--- src/rtl/snooze_seq_defines.vh ---
// Purpose: Constants for the snooze data logger sequencer
// Assumes: core clock of 10 MHz
// Notes: Timing counts are derived from the times below
`ifndef SNOOZE_SEQ_DEFINES_VH
`define SNOOZE_SEQ_DEFINES_VH

`define SEQ_CLK_HZ 10000000
`define SEQ_WAKE_PERIOD_S 60
`define SEQ_WAKE_CYCLES (`SEQ_WAKE_PERIOD_S * `SEQ_CLK_HZ)
`define SEQ_WAKES_PER_ALARM 60
`define SEQ_BAUD 9600
`define SEQ_BAUD_CYCLES (`SEQ_CLK_HZ / `SEQ_BAUD)
`define SEQ_XFER_LAST 2'h3
`define SEQ_TX_BYTES 4'hC
`define SEQ_MODE_NORMAL 2'h0
`define SEQ_MODE_SLEEP 2'h1
`define SEQ_MODE_STANDBY 2'h2
`define SEQ_MODE_SNOOZE 2'h3

`endif
--- src/rtl/snooze_data_logger_sequencer.v ---
// Purpose: Operating mode sequencer of a low-power data logger
// Assumes: Converter results arrive on this clock; wakeup pin is asynchronous
// Notes: Processed values go out as twelve bytes, high byte first
// Contract
// - One-minute wake timer underflow requests Snooze from Software Standby.
// - Snooze converts two channels, started by a routed synchronous trigger.
// - Channel 0 judged by subtraction unit, channel 1 by window compare.
// - Result at or above threshold drives its level pin high.
// - Chained transfers: ch0 buffer, ch1 buffer, reference, subtraction input.
// - Channel 0 judgment drives ch0 pin; channel 1 match drives ch1 pin.
// - Transfer chain completion raises done event, returns to Software Standby.
// - Hourly alarm cancels low power and brings Normal mode.
// - Hourly wake reduces buffers to average, minimum, maximum into processed buffer.
// - Next alarm is armed before low power is re-entered.
// - Wakeup pin rising edge raises interrupt that cancels low power.
// - After wakeup request, transmit data is built and sent over UART.
// - Low power not re-entered until the wakeup pin has fallen.
// - Sleep halts CPU only; any interrupt or reset cancels it.
// - Software Standby stops CPU, peripherals, oscillators; retains state.
// - Snooze entered only from Software Standby; CPU stays halted.
// - Snooze interrupts can lead to Normal or back to Standby.
// - Event link routes snooze request or underflow to converter start.
// - Repeat mode moves one unit per activation, address wraps after size.
`timescale 1ns/10ps
`include "snooze_seq_defines.vh"

module snooze_data_logger_sequencer #(
  parameter DW = 12,
  parameter BUF_AW = 6,
  parameter WAKE_CYCLES = `SEQ_WAKE_CYCLES,
  parameter WAKES_PER_ALARM = `SEQ_WAKES_PER_ALARM,
  parameter BAUD_CYCLES = `SEQ_BAUD_CYCLES
)(
  input wire core_clk,
  input wire rst_b,
  input wire wakeup_pin,
  input wire sleep_req,
  input wire sleep_wake_irq,
  input wire standby_req,
  input wire conv_trig_sel,
  input wire conv_done,
  input wire [DW-1:0] conv_ch0,
  input wire [DW-1:0] conv_ch1,
  input wire [DW-1:0] ch0_threshold,
  input wire [DW-1:0] ch1_threshold,
  input wire level_pin_clr,
  output reg conv_start_ff,
  output reg ch0_level_pin_ff,
  output reg ch1_level_pin_ff,
  output reg transfer_done_event_ff,
  output reg uart_txd_ff,
  output reg [1:0] power_mode_ff,
  output wire cpu_run,
  output wire periph_run,
  output wire osc_run
);

  localparam [7:0] ST_NORMAL = 8'h01;
  localparam [7:0] ST_SLEEP = 8'h02;
  localparam [7:0] ST_STANDBY = 8'h04;
  localparam [7:0] ST_SNZ_CONV = 8'h08;
  localparam [7:0] ST_SNZ_XFER = 8'h10;
  localparam [7:0] ST_PROC = 8'h20;
  localparam [7:0] ST_TX = 8'h40;
  localparam [7:0] ST_WAIT_LOW = 8'h80;
  localparam DEPTH = 1 << BUF_AW;
  localparam SW = DW + BUF_AW;

  function [DW-1:0] fn_min;
    input [DW-1:0] a;
    input [DW-1:0] b;
    begin
      fn_min = (a < b) ? a : b;
    end
  endfunction

  function [DW-1:0] fn_max;
    input [DW-1:0] a;
    input [DW-1:0] b;
    begin
      fn_max = (a > b) ? a : b;
    end
  endfunction

  // Subtraction without borrow means result >= reference
  function fn_at_or_above;
    input [DW-1:0] val;
    input [DW-1:0] thr;
    reg [DW:0] diff;
    begin
      diff = {1'b0, val} - {1'b0, thr};
      fn_at_or_above = ~diff[DW];
    end
  endfunction

  reg [7:0] state_ff;
  reg [7:0] nxt_state;
  reg wk_meta_ff;
  reg wk_sync_ff;
  reg wk_prev_ff;
  reg [31:0] tmr_cnt_ff;
  reg [7:0] alarm_cnt_ff;
  reg alarm_armed_ff;
  reg alarm_pend_ff;
  reg wake_pend_ff;
  reg [DW-1:0] res0_ff;
  reg [DW-1:0] res1_ff;
  reg [DW-1:0] doc_ref_ff;
  reg [1:0] xfer_step_ff;
  reg [BUF_AW-1:0] wr_ptr_ff;
  reg [BUF_AW-1:0] rd_ptr_ff;
  reg [DW-1:0] buf0 [0:DEPTH-1];
  reg [DW-1:0] buf1 [0:DEPTH-1];
  reg [DW-1:0] proc_ff [0:5];
  reg [SW-1:0] sum0_ff;
  reg [SW-1:0] sum1_ff;
  reg [DW-1:0] min0_ff;
  reg [DW-1:0] min1_ff;
  reg [DW-1:0] max0_ff;
  reg [DW-1:0] max1_ff;
  reg [3:0] byte_idx_ff;
  reg [3:0] bit_idx_ff;
  reg [15:0] baud_cnt_ff;
  reg [9:0] tx_shift_ff;
  reg tx_busy_ff;

  wire tmr_uf = (tmr_cnt_ff == 32'h0);
  wire wk_rise = wk_sync_ff & ~wk_prev_ff;
  wire alarm_evt = tmr_uf & alarm_armed_ff & (alarm_cnt_ff == WAKES_PER_ALARM - 1);
  wire alarm_any = alarm_evt | alarm_pend_ff;
  wire wake_any = wk_rise | wake_pend_ff;
  wire snz_req = (state_ff == ST_STANDBY) & tmr_uf & ~alarm_any & ~wake_any;
  wire proc_last = (rd_ptr_ff == DEPTH - 1);
  wire [DW-1:0] rd0 = buf0[rd_ptr_ff];
  wire [DW-1:0] rd1 = buf1[rd_ptr_ff];
  wire [SW-1:0] sum0_n = sum0_ff + {{BUF_AW{1'b0}}, rd0};
  wire [SW-1:0] sum1_n = sum1_ff + {{BUF_AW{1'b0}}, rd1};
  wire [DW-1:0] tx_val = proc_ff[byte_idx_ff[3:1]];
  wire [15:0] tx_word = {{(16-DW){1'b0}}, tx_val};
  wire [7:0] tx_byte = byte_idx_ff[0] ? tx_word[7:0] : tx_word[15:8];
  wire baud_tick = (baud_cnt_ff == BAUD_CYCLES - 1);
  wire tx_frame_end = tx_busy_ff & baud_tick & (bit_idx_ff == 4'h9);
  wire tx_last = (byte_idx_ff == `SEQ_TX_BYTES - 4'h1);

  // Standby and snooze halt the CPU; standby also stops clocks
  assign cpu_run = (state_ff == ST_NORMAL) | (state_ff == ST_PROC) | (state_ff == ST_TX)
    | (state_ff == ST_WAIT_LOW);
  assign periph_run = ~(state_ff == ST_STANDBY);
  assign osc_run = ~(state_ff == ST_STANDBY);

  always @*
  begin
    nxt_state = state_ff;
    case (state_ff)
      ST_NORMAL:
      begin
        if (alarm_any)
          nxt_state = ST_PROC;
        else if (wake_any)
          nxt_state = ST_TX;
        else if (sleep_req)
          nxt_state = ST_SLEEP;
        else if (standby_req)
          nxt_state = ST_STANDBY;
      end
      ST_SLEEP:
      begin
        if (sleep_wake_irq | alarm_any | wake_any)
          nxt_state = ST_NORMAL;
      end
      ST_STANDBY:
      begin
        if (alarm_any)
          nxt_state = ST_PROC;
        else if (wake_any)
          nxt_state = ST_TX;
        else if (snz_req)
          nxt_state = ST_SNZ_CONV;
      end
      ST_SNZ_CONV:
      begin
        if (alarm_any)
          nxt_state = ST_PROC;
        else if (wake_any)
          nxt_state = ST_TX;
        else if (conv_done)
          nxt_state = ST_SNZ_XFER;
      end
      ST_SNZ_XFER:
      begin
        if (xfer_step_ff == `SEQ_XFER_LAST)
          nxt_state = ST_STANDBY;
      end
      ST_PROC:
      begin
        if (proc_last)
          nxt_state = ST_STANDBY;
      end
      ST_TX:
      begin
        if (tx_frame_end & tx_last)
          nxt_state = ST_WAIT_LOW;
      end
      ST_WAIT_LOW:
      begin
        if (~wk_sync_ff)
          nxt_state = ST_STANDBY;
      end
      default:
        nxt_state = ST_NORMAL;
    endcase
  end

  always @(posedge core_clk)
  begin
    if (!rst_b)
    begin
      state_ff <= ST_NORMAL;
      power_mode_ff <= `SEQ_MODE_NORMAL;
      wk_meta_ff <= 1'b0;
      wk_sync_ff <= 1'b0;
      wk_prev_ff <= 1'b0;
      tmr_cnt_ff <= WAKE_CYCLES - 1;
      alarm_cnt_ff <= 8'h00;
      alarm_armed_ff <= 1'b1;
      alarm_pend_ff <= 1'b0;
      wake_pend_ff <= 1'b0;
    end
    else
    begin
      state_ff <= nxt_state;
      if (nxt_state == ST_SLEEP)
        power_mode_ff <= `SEQ_MODE_SLEEP;
      else if (nxt_state == ST_STANDBY)
        power_mode_ff <= `SEQ_MODE_STANDBY;
      else if ((nxt_state == ST_SNZ_CONV) | (nxt_state == ST_SNZ_XFER))
        power_mode_ff <= `SEQ_MODE_SNOOZE;
      else
        power_mode_ff <= `SEQ_MODE_NORMAL;
      wk_meta_ff <= wakeup_pin;
      wk_sync_ff <= wk_meta_ff;
      wk_prev_ff <= wk_sync_ff;
      tmr_cnt_ff <= tmr_uf ? WAKE_CYCLES - 1 : tmr_cnt_ff - 32'h1;
      if (alarm_evt)
      begin
        alarm_armed_ff <= 1'b0;
        alarm_cnt_ff <= 8'h00;
      end
      else if ((state_ff == ST_PROC) & proc_last)
      begin
        alarm_armed_ff <= 1'b1;
        alarm_cnt_ff <= 8'h00;
      end
      else if (tmr_uf)
        alarm_cnt_ff <= alarm_cnt_ff + 8'h01;
      // Pending flags: a new event wins over the clear
      if (alarm_evt)
        alarm_pend_ff <= 1'b1;
      else if (nxt_state == ST_PROC)
        alarm_pend_ff <= 1'b0;
      if (wk_rise)
        wake_pend_ff <= 1'b1;
      else if (nxt_state == ST_TX)
        wake_pend_ff <= 1'b0;
    end
  end

  // Snooze: conversion, chained transfers, judgments
  always @(posedge core_clk)
  begin
    if (!rst_b)
    begin
      conv_start_ff <= 1'b0;
      res0_ff <= {DW{1'b0}};
      res1_ff <= {DW{1'b0}};
      doc_ref_ff <= {DW{1'b0}};
      xfer_step_ff <= 2'h0;
      wr_ptr_ff <= {BUF_AW{1'b0}};
      ch0_level_pin_ff <= 1'b0;
      ch1_level_pin_ff <= 1'b0;
      transfer_done_event_ff <= 1'b0;
    end
    else
    begin
      conv_start_ff <= conv_trig_sel ? tmr_uf : snz_req;
      transfer_done_event_ff <= 1'b0;
      if ((state_ff == ST_SNZ_CONV) & conv_done)
      begin
        res0_ff <= conv_ch0;
        res1_ff <= conv_ch1;
        xfer_step_ff <= 2'h0;
        if (fn_at_or_above(conv_ch1, ch1_threshold))
          ch1_level_pin_ff <= 1'b1;
      end
      else if (state_ff == ST_SNZ_XFER)
      begin
        xfer_step_ff <= xfer_step_ff + 2'h1;
        case (xfer_step_ff)
          2'h0: buf0[wr_ptr_ff] <= res0_ff;
          2'h1:
          begin
            buf1[wr_ptr_ff] <= res1_ff;
            wr_ptr_ff <= wr_ptr_ff + {{(BUF_AW-1){1'b0}}, 1'b1};
          end
          2'h2: doc_ref_ff <= ch0_threshold;
          default:
          begin
            if (fn_at_or_above(res0_ff, doc_ref_ff))
              ch0_level_pin_ff <= 1'b1;
            transfer_done_event_ff <= 1'b1;
          end
        endcase
      end
      else if (level_pin_clr & cpu_run)
      begin
        ch0_level_pin_ff <= 1'b0;
        ch1_level_pin_ff <= 1'b0;
      end
    end
  end

  // Hourly reduction of both buffers
  always @(posedge core_clk)
  begin
    if (!rst_b)
    begin
      rd_ptr_ff <= {BUF_AW{1'b0}};
      sum0_ff <= {SW{1'b0}};
      sum1_ff <= {SW{1'b0}};
      min0_ff <= {DW{1'b1}};
      min1_ff <= {DW{1'b1}};
      max0_ff <= {DW{1'b0}};
      max1_ff <= {DW{1'b0}};
    end
    else if (state_ff == ST_PROC)
    begin
      rd_ptr_ff <= rd_ptr_ff + {{(BUF_AW-1){1'b0}}, 1'b1};
      sum0_ff <= sum0_n;
      sum1_ff <= sum1_n;
      min0_ff <= fn_min(min0_ff, rd0);
      min1_ff <= fn_min(min1_ff, rd1);
      max0_ff <= fn_max(max0_ff, rd0);
      max1_ff <= fn_max(max1_ff, rd1);
      if (proc_last)
      begin
        proc_ff[0] <= sum0_n[SW-1:BUF_AW];
        proc_ff[1] <= fn_min(min0_ff, rd0);
        proc_ff[2] <= fn_max(max0_ff, rd0);
        proc_ff[3] <= sum1_n[SW-1:BUF_AW];
        proc_ff[4] <= fn_min(min1_ff, rd1);
        proc_ff[5] <= fn_max(max1_ff, rd1);
      end
    end
    else
    begin
      rd_ptr_ff <= {BUF_AW{1'b0}};
      sum0_ff <= {SW{1'b0}};
      sum1_ff <= {SW{1'b0}};
      min0_ff <= {DW{1'b1}};
      min1_ff <= {DW{1'b1}};
      max0_ff <= {DW{1'b0}};
      max1_ff <= {DW{1'b0}};
    end
  end

  // UART transmit, 8N1, LSB first
  always @(posedge core_clk)
  begin
    if (!rst_b)
    begin
      uart_txd_ff <= 1'b1;
      tx_busy_ff <= 1'b0;
      byte_idx_ff <= 4'h0;
      bit_idx_ff <= 4'h0;
      baud_cnt_ff <= 16'h0000;
      tx_shift_ff <= 10'h3FF;
    end
    else if (state_ff != ST_TX)
    begin
      uart_txd_ff <= 1'b1;
      tx_busy_ff <= 1'b0;
      byte_idx_ff <= 4'h0;
      bit_idx_ff <= 4'h0;
      baud_cnt_ff <= 16'h0000;
    end
    else if (!tx_busy_ff)
    begin
      tx_shift_ff <= {1'b1, tx_byte, 1'b0};
      tx_busy_ff <= 1'b1;
      bit_idx_ff <= 4'h0;
      baud_cnt_ff <= 16'h0000;
      uart_txd_ff <= 1'b0;
    end
    else if (baud_tick)
    begin
      baud_cnt_ff <= 16'h0000;
      if (bit_idx_ff == 4'h9)
      begin
        tx_busy_ff <= 1'b0;
        byte_idx_ff <= byte_idx_ff + 4'h1;
      end
      else
      begin
        bit_idx_ff <= bit_idx_ff + 4'h1;
        tx_shift_ff <= {1'b1, tx_shift_ff[9:1]};
        uart_txd_ff <= tx_shift_ff[1];
      end
    end
    else
      baud_cnt_ff <= baud_cnt_ff + 16'h0001;
  end

endmodule

--- config.mk ---
export PLATFORM = sky130hd
export DESIGN_NAME = snooze_data_logger_sequencer
export DESIGN_NICKNAME = d
export VERILOG_FILES = /design/src/rtl/snooze_data_logger_sequencer.v
export VERILOG_INCLUDE_DIRS = /design/src /design/src/rtl
export SDC_FILE = /design/constraint.sdc
export NUM_CORES = 2
export LEC_CHECK = 0
export ABC_CLOCK_PERIOD_IN_PS = 9600
export BUFFER_PORTS_ARGS = -buffer_cell sky130_fd_sc_hd__buf_2
export CORE_MARGIN = 2
export CORE_UTILIZATION = 45
export CTS_CLUSTER_DIAMETER = 200
export DETAILED_ROUTE_END_ITERATION = 8
export GPL_ROUTABILITY_DRIVEN = 0
export PLACE_DENSITY = 0.58
export SYNTH_ARGS = -nofsm -noshare
export SYNTH_HDL_FRONTEND = slang
export SYNTH_SLANG_ARGS = --single-unit
--- constraint.sdc ---
create_clock -name core_clk -period 9.6 [get_ports core_clk]
set_input_delay 0 -clock core_clk [delete_from_list [all_inputs] [get_ports core_clk]]
set_output_delay 0 -clock core_clk [all_outputs]
set_load 0.01 [all_outputs]
# [Word level (Yosys, flattened, before mapping)]
# Memories as Yosys holds them, arrays and structs flattened. A register that Yosys moved wholly into a read port is not among the register bits.
# Cells that the tools add are included.
[classes] add_sub_neg=12 n_lt_le_gt_ge=4 n_eq_ne=29 n_mux=66 bitwise=30 reduce_logical=25
[op_table] op="$mux 8" n=16
[op_table] op="$pmux 8 s8" n=1
[op_table] op="$mux 12" n=4
[op_table] op="$add 18x12->18" n=2
[op_table] op="$mux 1" n=36
[op_table] op="$logic_not 32->1" n=1
[op_table] op="$sub 32x1->32 const B" n=1
[op_table] op="$mux 10" n=3
[op_table] op="$sub 12x12->13" n=2
[op_table] op="$eq 8x6->1 const B" n=3
[op_table] op="$gt 12x12->1" n=2
[op_table] op="$lt 12x12->1" n=2
[op_table] op="$add 16x1->16 const B" n=1
[op_table] op="$eq 16x11->1 const B" n=1
[op_table] op="$eq 8x2->1 const B" n=2
[op_table] op="$eq 8x3->1 const B" n=2
[op_table] op="$eq 8x4->1 const B" n=2
[op_table] op="$eq 8x5->1 const B" n=2
[op_table] op="$eq 8x7->1 const B" n=2
[op_table] op="$reduce_and 3->1" n=5
[op_table] op="$add 6x1->6 const B" n=2
[op_table] op="$and 1x1->1" n=12
[op_table] op="$mux 6" n=2
[op_table] op="$reduce_or 3->1" n=4
[op_table] op="other kinds (22)" n=56
[word_totals] reg_bits=230 mem_bits_rw=1608 input_bits=57 output_inout_bits=10 wordCells=202 n_memories=3
[mem_list] name="buf0" words=64 word_bits=12 read_ports=1 rd_ports_with_merged_regs=1 wr=1 line="snooze_data_logger_sequencer.v:112" text="reg [DW-1:0] buf0 [0:DEPTH-1];"
[mem_list] name="buf1" words=64 word_bits=12 read_ports=1 rd_ports_with_merged_regs=1 wr=1 line="snooze_data_logger_sequencer.v:113" text="reg [DW-1:0] buf1 [0:DEPTH-1];"
[mem_list] name="proc_ff" words=6 word_bits=12 read_ports=1 rd_ports_with_merged_regs=1 wr=6 line="snooze_data_logger_sequencer.v:114" text="reg [DW-1:0] proc_ff [0:5];"

# [Logic depth before layout (Yosys ltp)]
[depth] ltp_word=16 mapped_depth=20 ltp_nobuf=16

# [Worst setup path after synthesis]
# No wires, ideal clock.
[synth_timing] path_kind="register to register" startpoint="register state_ff[6]" endpoint="memory proc_ff[0][0], enable pin" setup_time_ps=503 arrival_time_ps=4915 required_ps=9097 setup_slack_ps=4182 path_stages_with_launch=7 n_path_buf=1 period_less_slack_ps=5418 cell_sequence="dfxtp_1 > or4_1 > or3_1 > nor3b_2 > nand2_1 > clkbuf_1 > nor2_1"
[synth_lines] element="start: declaration" line="snooze_data_logger_sequencer.v:96" text="reg [7:0] state_ff;"
[synth_lines] element="start signal: assignment" line="snooze_data_logger_sequencer.v:231" text="state_ff <= nxt_state;"
[synth_lines] element="end: declaration" line="snooze_data_logger_sequencer.v:114"

==> results.cfg <==
[outcome]
status = finished clean

[yosys]
synth-compound-area-share = 0.0298
synth-xor-area-share = 0.00906
synth_top_family_by_area = multiplexers
ys_ff_latch = 1839
synthAdderAreaFrac = 0.0186
synth_edf_count = 1608
netlist_area_sq_um = 73500
synthTopCellsByArea = edfxtp_1 (66%), mux4_2 (15%), dfxtp_1 (6.3%)
syn_area_per_cell_sq_um = 18.8
synthFlopType = edfxtp_1
synth_area_leader_cell = edfxtp_1
netlist_instances = 3909
async_reset_ff_frac = 0
synth_nets = 4074
yosysWarnings = 0
synth-simple-area-share = 0.0482
synthMuxAreaShare = 0.158
synth_top_area_share = 0.657
synthDistinctLibCells = 67
yosysSeqAreaShare = 0.720

[grt]
track_usage = 0.217
grt_first_pass_wirelength_mm = 263
grt_max_degree = 110
grt_antenna_before_repair = 4
gr-total-overflow = 0
first_global_vias = 37794

[worst_hold_path]
min_path_type = in2reg

[detailed_routing]
vias_per_cell = 5.70
drcViolationCount = 0
final_antenna_net_count = 0
vias = 37162
drt_pre_antenna_iters = 5
drt-wirelength-per-cell_um = 27.5
drt_iter0_markers = 4042
finalWirelength_mm = 179

[cells_and_area]
multi_input_area_sq_um = 19500
areaGrowthSynthToFinish_pct = 14.0
drive_gt1_frac = 0.251
nets = 4351
nFillCells = 13031
diodes = 0
regArea_sq_um = 53000
instances_no_fill = 6521

[sta]
fmax_mhz = 169
max_slew_margin = 0.119
grt_setup_unrepaired = no
setup_violations = 0
fin_crit_ns = 5.93
worstMarginPinSlew_ns = 1.32
clock_skew_ns = 0.0313
fin_crit_sh = 0.618
hold_viol_final = 0
drv_slew = 0
fin_setup_tns_ns = 0

[clocking]
hold_buffers = 80
clk_path_buf_depth = 3
postCtsSetupBuffers = 0
cts_sinks = 1839
cts_tree = done
clk_pin_slew_ns = 0.06
clk_latency_ns = 0.82
htree_levels = 4
cts_resized = 0
cts-root-buf = clkbuf_16
numCtsBuffers = 190

[place]
io_buffers = 66
dpl.hpwl_mm = 108
dpl.cell_count = 6089

[critical_path]
critPathRequiredTime_ns = 10.30
arrival_ns = 6.64
worstPathCellList = buf_4, mux4_2, mux4_2, a22oi_1, nand2_1, inv_1, ha_1, o21ai_0, o21ai_0, o2111ai_1, o21a_1, a31oi_2, mux2_2, or2_1
worstSetupEndpointType = register
path_class = reg2reg
startpoint_type = register
max_stage_delay_ns = 0.80
cp_max_fo = 42
critPathSlowestCell = a31oi_2

[floorplanning]
die-area_sq_um = 166000
die_y_um = 408
io_pins = 67
rows = 148
core-area_sq_um = 162000
initial_utilization = 0.452
chipWidth_um = 408

[power_and_ir_drop]
ir_drop_mv = 0.195
p_leak_nw = 30.8
power_density_nw_per_um2 = 188
power_w = 0.0158

[run]
cap_violations = 0
through the flow:
step                      instance area [sq um]  setup WS, ns  hold slack, ns  utilization
after floorplan                           73500          4.18           0.127            -
after global placement                    76900          3.63           0.235        0.474
after detailed placement                  76900          3.67           0.227        0.474
after CTS                                 83700          3.61          0.0111        0.515
after global routing                      83700          3.32          0.0595        0.515
final                                     83700          3.67          0.0582        0.515
path summary, 6_finish.rpt:
check / start / endpoint / slack, ns / cells past startpoint
hold reg to reg: tmr_cnt_ff[0]$_SDFF_PP1_ / tmr_cnt_ff[0]$_SDFF_PP1_ / 0.42 / 1
hold / removal: conv_ch0[7] / res0_ff[7]$_SDFFE_PN0P_ / 0.06 / 4
setup reg to reg: rd_ptr_ff[0]$_SDFF_PN0_ / min1_ff[11]$_SDFF_PN1_ / 3.67 / 14
setup / recovery: rd_ptr_ff[0]$_SDFF_PN0_ / min1_ff[11]$_SDFF_PN1_ / 3.67 / 14
cells in the final DEF, fill, tap and decap left out, types with 14 or more instances in the layout:
| cell | n |
|---|---|
| nand2b_1 | 28 |
| o211ai_1 | 29 |
| a21boi_0 | 42 |
| a22oi_1 | 52 |
| nor2_2 | 58 |
| nor2_1 | 180 |
| ha_1 | 106 |
| dlygate4sd3_1 | 80 |
| buf_2 | 66 |
| nor2b_1 | 25 |
| a21oi_1 | 52 |
| o21ai_0 | 64 |
| mux2_2 | 39 |
| nand3_1 | 37 |
| and3_1 | 27 |
| or3_1 | 14 |
| buf_4 | 126 |
| nor3_1 | 29 |
| xnor2_1 | 38 |
| xor2_1 | 38 |
| dfxtp_2 | 24 |
| a211oi_1 | 16 |
| and2_1 | 56 |
| clkbuf_1 | 54 |
| mux4_2 | 488 |
| nand2_1 | 197 |
| edfxtp_1 | 1608 |
| nand4_1 | 18 |
| a21o_1 | 27 |
| clkinv_1 | 45 |
| clkbuf_16 | 191 |
| clkinv_2 | 26 |
| dfxtp_1 | 203 |
| inv_1 | 86 |
| mux2i_1 | 16 |
critical path: cells and delay by family (launching register included):
family / cells / cell delay (ns)
AO/OA/AOI/OAI: 6 / 1.93
multiplexers: 3 / 1.51
buffers and inverters: 2 / 0.92
flip-flops: 1 / 0.62
AND/OR/NAND/NOR: 2 / 0.55
adder cells (fa/ha/maj): 1 / 0.18
flip-flops by register name, indices dropped and copies added, names as in the netlist, 16 cells and up, named ones only:
| name | flops |
|---|---|
| proc_ff | 72 |
| sum0_ff | 18 |
| buf1 | 768 |
| sum1_ff | 18 |
| tmr_cnt_ff | 32 |
| buf0 | 768 |
| baud_cnt_ff | 16 |
final cells by class:
| cell class | instances | share of cell area |
|---|---|---|
| Sequential cell | 1839 | 0.633 |
| Multi-Input combinational cell | 1791 | 0.233 |
| Clock buffer | 255 | 0.0611 |
| Tap cell | 2175 | 0.0325 |
| Timing Repair Buffer | 278 | 0.0262 |
| Clock inverter | 97 | 0.0104 |
| Inverter | 86 | 0.00386 |
logic make-up (layout without fill, tap and decap cells):
kind of cell               Yosys count  after routing
AOI/OAI and AO/OA                  326            326
xor gates and xnor gates            76             76
adders and majority gates          108            108
buffers and inverters              279            716
DFF                               1839           1839
muxes                              543            543
and+or+nand+nor                    738            738
routing by layer:
| layer | share of wire | up-vias | global-route usage | routed length, um |
|---|---|---|---|---|
| met4 | 0.022 | 2 | 0.0550 | 3860 |
| met3 | 0.058 | 243 | 0.0359 | 10500 |
| met5 | 0.000073 | - | 0 | 13 |
| met2 | 0.48 | 1079 | 0.345 | 85900 |
| li1 | - | 16227 | - | - |
| met1 | 0.44 | 19611 | 0.312 | 78900 |
synth_stat cells, types with 18 or more instances:
cell	count
nand4_1	18
ha_1	106
nand2_1	197
mux2_2	39
edfxtp_1	1608
clkbuf_1	120
a22oi_1	52
inv_1	86
mux4_2	488
nor2_1	239
nand2b_1	28
nand3_1	37
xor2_1	38
nor3_1	29
a21o_1	27
nor2b_1	27
and3_1	27
dfxtp_1	231
xnor2_1	38
o211ai_1	29
a21oi_1	54
buf_2	40
o21ai_0	64
and2_1	58
a21boi_0	42
where the power goes:
group | internal, W | switching (W)
Combinational | 0.0000594 | 0.0000594
Sequential | 0.00857 | 0.00000651
Clock | 0.00400 | 0.00308
No activity file was read; power rests on OpenSTA's default activity.
